`config.mk`:
```
export PLATFORM = sky130hd
export DESIGN_NAME = rtc_cal_hour_month
export DESIGN_NICKNAME = d
export VERILOG_FILES = /design/src/logic/rtc_cal_pkg.sv /design/src/logic/rtc_cal_hour_month.sv
export SDC_FILE = /design/constraint.sdc
export NUM_CORES = 1
export LEC_CHECK = 0
export BUFFER_PORTS_ARGS = -buffer_cell sky130_fd_sc_hd__buf_2
export CORE_ASPECT_RATIO = 0.9
export CORE_MARGIN = 2
export CORE_UTILIZATION = 45
export DETAILED_ROUTE_END_ITERATION = 8
export PLACE_DENSITY = 0.68
export SLEW_MARGIN = 20
export SYNTH_ARGS = -nofsm -noshare
export SYNTH_HDL_FRONTEND = slang
export SYNTH_SLANG_ARGS = --single-unit
```
`constraint.sdc`:
```
create_clock -name mclk_i -period 2.7 [get_ports mclk_i]
set_input_delay 0.135 -clock mclk_i [delete_from_list [all_inputs] [get_ports mclk_i]]
set_output_delay 0.135 -clock mclk_i [all_outputs]
set_load 0.02 [all_outputs]
```
`src/logic/rtc_cal_pkg.sv`:
```
// Package for the hour-to-month calendar counters of the real-time clock.
// Assumes a single 100 MHz clock domain and an 8-bit register port.
package rtc_cal_pkg;

  // ****************************************************************
  // Register offsets
  // ****************************************************************
  localparam logic [7:0] HOUR_COUNTER_OFS = 8'h05;
  localparam logic [7:0] DAY_COUNTER_OFS = 8'h06;
  localparam logic [7:0] WEEKDAY_COUNTER_OFS = 8'h07;
  localparam logic [7:0] MONTH_COUNTER_OFS = 8'h08;

  // ****************************************************************
  // Field layouts (implemented-bit masks)
  // ****************************************************************
  localparam logic [7:0] HOUR_MASK = 8'h3f;
  localparam logic [7:0] DAY_MASK = 8'h3f;
  localparam logic [7:0] WEEKDAY_MASK = 8'h07;
  localparam logic [7:0] MONTH_MASK = 8'h1f;
  localparam int MERIDIEM_BIT = 5;

  // ****************************************************************
  // Calendar values (BCD)
  // ****************************************************************
  localparam logic [5:0] HOUR24_LAST = 6'h23;
  localparam logic [5:0] HOUR24_FIRST = 6'h00;
  localparam logic [4:0] HOUR12_LAST = 5'h12;
  localparam logic [4:0] HOUR12_FIRST = 5'h01;
  localparam logic [4:0] HOUR12_NOON_PREV = 5'h11;
  localparam logic [5:0] DAY_FIRST = 6'h01;
  localparam logic [2:0] WEEKDAY_LAST = 3'h6;
  localparam logic [2:0] WEEKDAY_FIRST = 3'h0;
  localparam logic [2:0] WEEKDAY_WEEK_START = 3'h1;
  localparam logic [4:0] MONTH_FIRST = 5'h01;
  localparam logic [4:0] MONTH_LAST = 5'h12;
  localparam logic [4:0] MONTH_FEB = 5'h02;
  localparam logic [4:0] MONTH_APR = 5'h04;
  localparam logic [4:0] MONTH_JUN = 5'h06;
  localparam logic [4:0] MONTH_SEP = 5'h09;
  localparam logic [4:0] MONTH_NOV = 5'h11;
  localparam logic [5:0] DAYS_LONG = 6'h31;
  localparam logic [5:0] DAYS_SHORT = 6'h30;
  localparam logic [5:0] DAYS_FEB = 6'h28;
  localparam logic [5:0] DAYS_FEB_LEAP = 6'h29;

endpackage

```
`src/logic/rtc_cal_hour_month.sv`:
```
// Hour, day, weekday and month counters of the real-time clock calendar.
// Assumes a minute-rollover carry pulse, the year counter value and the
// host access-in-progress level all come synchronous to mclk_i.
//
// Contract
// Unimplemented counter bits read back as zero
// Counters not reset; reset leaves them unchanged
// 24-hour: hours 0-23 BCD, tens bits 5:4
// 12-hour: hours 1-12 BCD, tens bit 4
// 12-hour: bit 5 meridiem flag, 1 is PM
// Format select input chooses 12 or 24 hour
// Day 1-31 BCD, tens bits 5:4
// Year divisible by four gives February 29
// Weekday 3-bit count 0 to 6
// Week increments when weekday moves to Monday
// Month 1-12 BCD, tens bit 4
// Host access freezes counting and carries
// One pending carry stored, applied on release
// Hour rollover advances day and weekday together
`timescale 1ns/10ps

module rtc_cal_hour_month
  import rtc_cal_pkg::*;
(
  input wire logic mclk_i,
  input wire logic rst_b_i,
  input wire logic hour_carry_i,
  input wire logic format_12h_i,
  input wire logic [7:0] year_i,
  input wire logic access_active_i,
  input wire logic reg_we_i,
  input wire logic reg_re_i,
  input wire logic [7:0] reg_addr_i,
  input wire logic [7:0] reg_wdata_i,
  output logic [7:0] reg_rdata_o,
  output logic month_carry_o,
  output logic week_inc_o
);

  // ****************************************************************
  // BCD helpers
  // ****************************************************************

  // Next BCD value of a two-digit field; only valid digits expected
  function automatic logic [7:0] bcd_inc(input logic [7:0] v);
    logic [7:0] r;
    r = v;
    if (v[3:0] >= 4'h9) begin
      r[3:0] = 4'h0;
      r[7:4] = v[7:4] + 4'h1;
    end else begin
      r[3:0] = v[3:0] + 4'h1;
    end
    return r;
  endfunction

  // Year multiple of four in BCD: (2*tens + units) mod 4 is zero
  function automatic logic is_leap(input logic [7:0] y);
    logic [1:0] s;
    s = y[1:0] + {y[4], 1'b0};
    return (s == 2'b00);
  endfunction

  // Last day of the month held in BCD
  function automatic logic [5:0] last_day(input logic [4:0] m, input logic leap);
    logic [5:0] r;
    r = DAYS_LONG;
    if (m == MONTH_FEB) begin
      r = leap ? DAYS_FEB_LEAP : DAYS_FEB;
    end else if (m == MONTH_APR || m == MONTH_JUN || m == MONTH_SEP || m == MONTH_NOV) begin
      r = DAYS_SHORT;
    end
    return r;
  endfunction

  // ****************************************************************
  // Counter state
  // ****************************************************************
  logic [5:0] hour_q, hour_d;
  logic [5:0] day_q, day_d;
  logic [2:0] weekday_q, weekday_d;
  logic [4:0] month_q, month_d;
  logic pending_q, pending_d;
  logic month_carry_q, month_carry_d;
  logic week_inc_q, week_inc_d;
  logic [7:0] rdata_q, rdata_d;
  logic step;
  logic day_roll;
  logic [7:0] hour_inc, day_inc, month_inc;

  assign hour_inc = bcd_inc({2'b00, hour_q});
  assign day_inc = bcd_inc({2'b00, day_q});
  assign month_inc = bcd_inc({3'b000, month_q});

  // Advance only while no host access is open, so a read never sees a half-done carry
  always_comb begin
    step = 1'b0;
    pending_d = pending_q;
    if (access_active_i) begin
      pending_d = pending_q | hour_carry_i;
    end else begin
      step = pending_q | hour_carry_i;
      pending_d = pending_q & hour_carry_i; // Second carry waits one cycle
    end
  end

  // Next values of the counters, host writes win over counting
  always_comb begin
    hour_d = hour_q;
    day_d = day_q;
    weekday_d = weekday_q;
    month_d = month_q;
    month_carry_d = 1'b0;
    week_inc_d = 1'b0;
    day_roll = 1'b0;
    if (step) begin
      if (format_12h_i) begin
        // 11 -> 12 flips meridiem; 12 -> 1 keeps it
        if (hour_q[4:0] == HOUR12_LAST) begin
          hour_d[4:0] = HOUR12_FIRST;
        end else begin
          hour_d[4:0] = hour_inc[4:0];
          if (hour_q[4:0] == HOUR12_NOON_PREV) begin
            hour_d[MERIDIEM_BIT] = ~hour_q[MERIDIEM_BIT];
            day_roll = hour_q[MERIDIEM_BIT]; // 11 PM to 12 AM ends the day
          end
        end
      end else begin
        if (hour_q == HOUR24_LAST) begin
          hour_d = HOUR24_FIRST;
          day_roll = 1'b1;
        end else begin
          hour_d = hour_inc[5:0];
        end
      end
      if (day_roll) begin
        // Day and weekday move in the same cycle
        if (day_q == last_day(month_q, is_leap(year_i))) begin
          day_d = DAY_FIRST;
          if (month_q == MONTH_LAST) begin
            month_d = MONTH_FIRST;
            month_carry_d = 1'b1;
          end else begin
            month_d = month_inc[4:0];
          end
        end else begin
          day_d = day_inc[5:0];
        end
        if (weekday_q == WEEKDAY_LAST) begin
          weekday_d = WEEKDAY_FIRST;
        end else begin
          weekday_d = weekday_q + 3'h1;
        end
        week_inc_d = (weekday_d == WEEKDAY_WEEK_START);
      end
    end
    // Host writes keep only implemented bits
    if (reg_we_i) begin
      if (reg_addr_i == HOUR_COUNTER_OFS) begin
        hour_d = reg_wdata_i[5:0];
      end else if (reg_addr_i == DAY_COUNTER_OFS) begin
        day_d = reg_wdata_i[5:0];
      end else if (reg_addr_i == WEEKDAY_COUNTER_OFS) begin
        weekday_d = reg_wdata_i[2:0];
      end else if (reg_addr_i == MONTH_COUNTER_OFS) begin
        month_d = reg_wdata_i[4:0];
      end
    end
  end

  // Read data captured on a read strobe; unmapped offsets read zero
  always_comb begin
    rdata_d = rdata_q;
    if (reg_re_i) begin
      if (reg_addr_i == HOUR_COUNTER_OFS) begin
        rdata_d = {2'b00, hour_q} & HOUR_MASK;
      end else if (reg_addr_i == DAY_COUNTER_OFS) begin
        rdata_d = {2'b00, day_q} & DAY_MASK;
      end else if (reg_addr_i == WEEKDAY_COUNTER_OFS) begin
        rdata_d = {5'b00000, weekday_q} & WEEKDAY_MASK;
      end else if (reg_addr_i == MONTH_COUNTER_OFS) begin
        rdata_d = {3'b000, month_q} & MONTH_MASK;
      end else begin
        rdata_d = 8'h00;
      end
    end
  end

  // ****************************************************************
  // Registers
  // ****************************************************************

  // Calendar counters carry no reset so a system reset keeps the date
  always_ff @(posedge mclk_i) begin
    hour_q <= hour_d;
    day_q <= day_d;
    weekday_q <= weekday_d;
    month_q <= month_d;
  end

  // Control and port state, synchronous active-low reset
  always_ff @(posedge mclk_i) begin
    if (!rst_b_i) begin
      pending_q <= 1'b0;
      month_carry_q <= 1'b0;
      week_inc_q <= 1'b0;
      rdata_q <= 8'h00;
    end else begin
      pending_q <= pending_d;
      month_carry_q <= month_carry_d;
      week_inc_q <= week_inc_d;
      rdata_q <= rdata_d;
    end
  end

  assign reg_rdata_o = rdata_q;
  assign month_carry_o = month_carry_q;
  assign week_inc_o = week_inc_q;

endmodule // rtc_cal_hour_month

```
==> impl_summary.md <==
Drt
Summed over all layers, the routed wires come to between 4000 and 5000 µm. The pre-antenna-repair detailed-routing pass consisted of 4 iterations. The detailed router finished its first iteration with between 150 and 200 violations.

The count of nets left with antenna violations once routing finished came out at 0. The vias per cell is about 5.6. After detailed routing, the number of remaining DRC violations is 0. The overall via count from detail_route is 1890. In the final routed layout, each cell accounts on average for approximately 14 µm.

Setup path
Across all register-to-register paths, the minimum setup slack is approximately 0.36 ns. The kind of critical path is flip-flop to flip-flop. The required arrival time at the worst endpoint is roughly 2.9 ns. For this design, the slowest cell found on the critical path is or4_1. The nature of the critical path endpoint is a flip-flop.

The terminus of the critical flop-to-flop path is month_q[4]$_DFF_P_. The delay of the slowest cell on the worst path is ~0.49 ns. The startpoint identified for the worst register-to-register timing path is month_q[0]$_DFF_P_. The count of cells along the worst register-to-register path is 8. The maximum net fanout on the critical path is 6. The signal on the critical path passes through inv_1, ha_1, a21o_2, a32oi_1, o2111a_2, o21ai_2, or4_1, nand3_1. STA classifies the critical path startpoint as a flip-flop. The arrival time reported for the critical path endpoint is about 2.6 ns.

Timing
The tightest slew margin relative to the limit is between 50% and 60%. Setup repair after global routing left no endpoint under its margin. Setup slack on the critical path of the routed design comes to 0.358 ns. The final setup violation count is 0. The worst slack on hold paths is about 0.11 ns.

The number of hold violations in the final report is 0. Adding up every negative setup slack in the final design gives 0 ns. For the final database, setup skew stands at 0.00559 ns. The fraction of the cycle the final worst path needs is about 87%. The count of final max-slew check failures is 0. Timing would allow up to 0.427 GHz.

Counting I/O delays and the setup requirement, the final critical path takes between 2 and 2.5 ns. For the pin with the worst max-slew slack, the measured transition is between 0.6 and 0.7 ns.

Hold path
The startpoint identified for the worst hold timing path is reg_wdata_i[3]. The instance count along the most critical hold path is 2. The kind of path behind the tightest hold check is input pin to flip-flop. The worst hold path terminates at hour_q[3]$_DFF_P_.

Final layout
Compared with the post-synthesis result, the final layout area differs by 15.9%. In the final layout, the share of cells above drive strength 1 is between 20% and 30%. The count of inserted antenna diode cells is 0. After the flow finishes, the layout carries non-filler instances totaling 340. After the last flow step, the layout net total stands at ~320.

Global routing
The number of global-route vias before repair was 1644. The global-route usage over all layers is 21.5%. For this run the aggregate overflow at the end of global routing stands at 0. The number of antenna violations at the first check in global routing is 0.

The first global-routing pass estimated between 8000 and 9000 µm of wire. The largest net degree at the start of global routing is 13.

Synthesis
After synthesis, the cell types taking the most area are dfxtp_1, ha_1, nand2_1. After synthesis, the largest area contributor takes up between 20% and 30% of total cell area. In this run, synthesis inferred 0 flip-flops with an integrated enable. In the synthesized netlist the dominant register cell turns out to be dfxtp_1.

The number of distinct library cells after synthesis is 60. The number of synthesized register bits is 29. dfxtp_1 takes more of the synthesized area than any other cell. The share of synthesized registers carrying an async set or reset is 0%. The average cell area after synthesis is between 8 and 9 µm². By count the netlist is led by dfxtp_1, nand2_1, nor2_1, o21ai_0, ha_1. The post-synthesis cell area is roughly 2000 µm².

Sequential elements use around 29% of the synthesized area. The number of warning messages in the yosys log is 0. After technology mapping, the gate count stands at around 250.

Floorplanning
The area of the core is between 4000 and 5000 µm². The initial utilization of the core area, before any placement, comes to between 40% and 50%. From left edge to right edge, the die measures 74.6 µm. The floorplan has 23 rows. The I/O pin count is approximately 40. The floorplan step defined a die boundary enclosing 5040 µm². The die height is between 60 and 70 µm.

Outcome
The flow ran to the end, and the final reports show no timing, DRC or antenna violations.

Placement
Before CTS, the worst setup slack after placement is roughly 0.37 ns. The number of buffer cells added on primary ports is 31. Once detailed placement completed, the half-perimeter wirelength came to between 3000 and 4000 µm. The congestion estimate from routability-driven global placement came to slightly above 0.9.

The instance count after placement with tap cells included is ~330.

Clocking
The tree is rooted in a clkbuf_8. After clock tree synthesis, the setup repair step added 0 buffers. The cts-stage hold buffer count is 0.

TritonCTS built the clock tree. The number of instances resized during post-cts repair is 0. The later pin in the worst-skew pair is clocked with a latency of ~0.28 ns. The clock-pin slew of the registers on the worst-case setup and hold paths is 0.07 ns. Counting the buffers created by CTS gives 5. The H-tree level count is 2. For this design, the sink count on the clock tree is 29. The clock tree buffer depth is 2.

Pwr
In this run the static leakage power is approximately 1.0 nW. The total design power is ~1.7 mW. The power per unit of standard cell area is ~720 nW/µm².

Across the VDD grid, the largest voltage drop is about 0.45 mV.

Job
The number of max-capacitance violations reported is 0.
## worst max-delay path by stage
stage | start | to | slack, ns | depth (start not counted)
after floorplan | month_q[0]$_DFF_P_ | month_q[4]$_DFF_P_ | 0.54 | 8
after global placement | month_q[0]$_DFF_P_ | month_q[4]$_DFF_P_ | 0.46 | 8
after detailed placement | month_q[0]$_DFF_P_ | month_q[4]$_DFF_P_ | 0.37 | 8
after CTS | month_q[0]$_DFF_P_ | month_q[4]$_DFF_P_ | 0.35 | 8
after global routing | month_q[0]$_DFF_P_ | month_q[4]$_DFF_P_ | 0.16 | 8
final | month_q[0]$_DFF_P_ | month_q[4]$_DFF_P_ | 0.36 | 8
## area by class of cell
class | instances | area, µm²
Timing Repair Buffer | 36 | 193
Clock buffer | 7 | 86.3
Multi-Input combinational cell | 193 | 1330
Tap cell | 62 | 77.6
Sequential cell | 29 | 581
Inverter | 12 | 45.0
Fill cell | 461 | 2030
Clock inverter | 1 | 30.0
## logic make-up after synthesis
family,synth area share (%)
buf+inv,5.70
flops,28.7
xor+xnor,0.868
fa+ha+maj,8.05
mux,1.05
other cells,0.186
simple gates,28.1
compound gates,27.3
## state kept, by name, indices dropped and copies added, names as in the netlist
| signal | flops |
|---|---|
| week_inc_o | 1 |
| day_q | 6 |
| pending_q | 1 |
| weekday_q | 3 |
| month_carry_o | 1 |
| hour_q | 6 |
| reg_rdata_o | 6 |
| month_q | 5 |
## metal layers
layer	routed length (µm)	vias to the layer above	part of all wire [%]	GRT usage, %
met5	0	-	0	0
met4	61	0	1.3	6.92
met3	221	6	4.5	3.88
met2	2150	45	44	32.5
li1	-	970	-	-
met1	2440	869	50	30.8
## worst max-delay path: cells and delay by family, from the launching register on
kind,cells,cell delay [ns]
buffers and inverters,1,0.13
AOI/OAI and AO/OA,4,0.87
DFF,1,0.46
adders and majority gates,1,0.25
and+or+nand+nor,2,0.58
## report_power, final
group          leakage (nW)  switching [mW]  total [mW]  internal (mW)
sequential            0.239           0.154       0.678          0.524
clock                0.0585           0.168       0.468          0.301
combinational         0.724           0.281       0.530          0.249
## cell usage in the layout (no fill, tap or decap), drive strengths merged, types with 3 or more instances in the layout
cell     n
o21ai   17
o311ai   3
nor3b    3
dfxtp   29
ha      13
a31oi    5
clkbuf   7
nand2   29
a211oi   3
buf     36
nor3     4
a21oi   12
nand3    8
a32oi    5
o211a    5
inv     12
nor4b    4
nor2    25
a22oi    3
a21boi   3
o31ai    3
a21o     5
a22o     3
## metrics by stage
| step | utilization, % | area [µm²] |
|---|---|---|
| final | 53.5 | 2340 |
| after global routing | 53.5 | 2340 |
| after CTS | 53.5 | 2340 |
| after detailed placement | 50.8 | 2220 |
| after global placement | 50.8 | 2220 |
| after floorplan | - | 2020 |
Power figures use the tool's default switching activity.
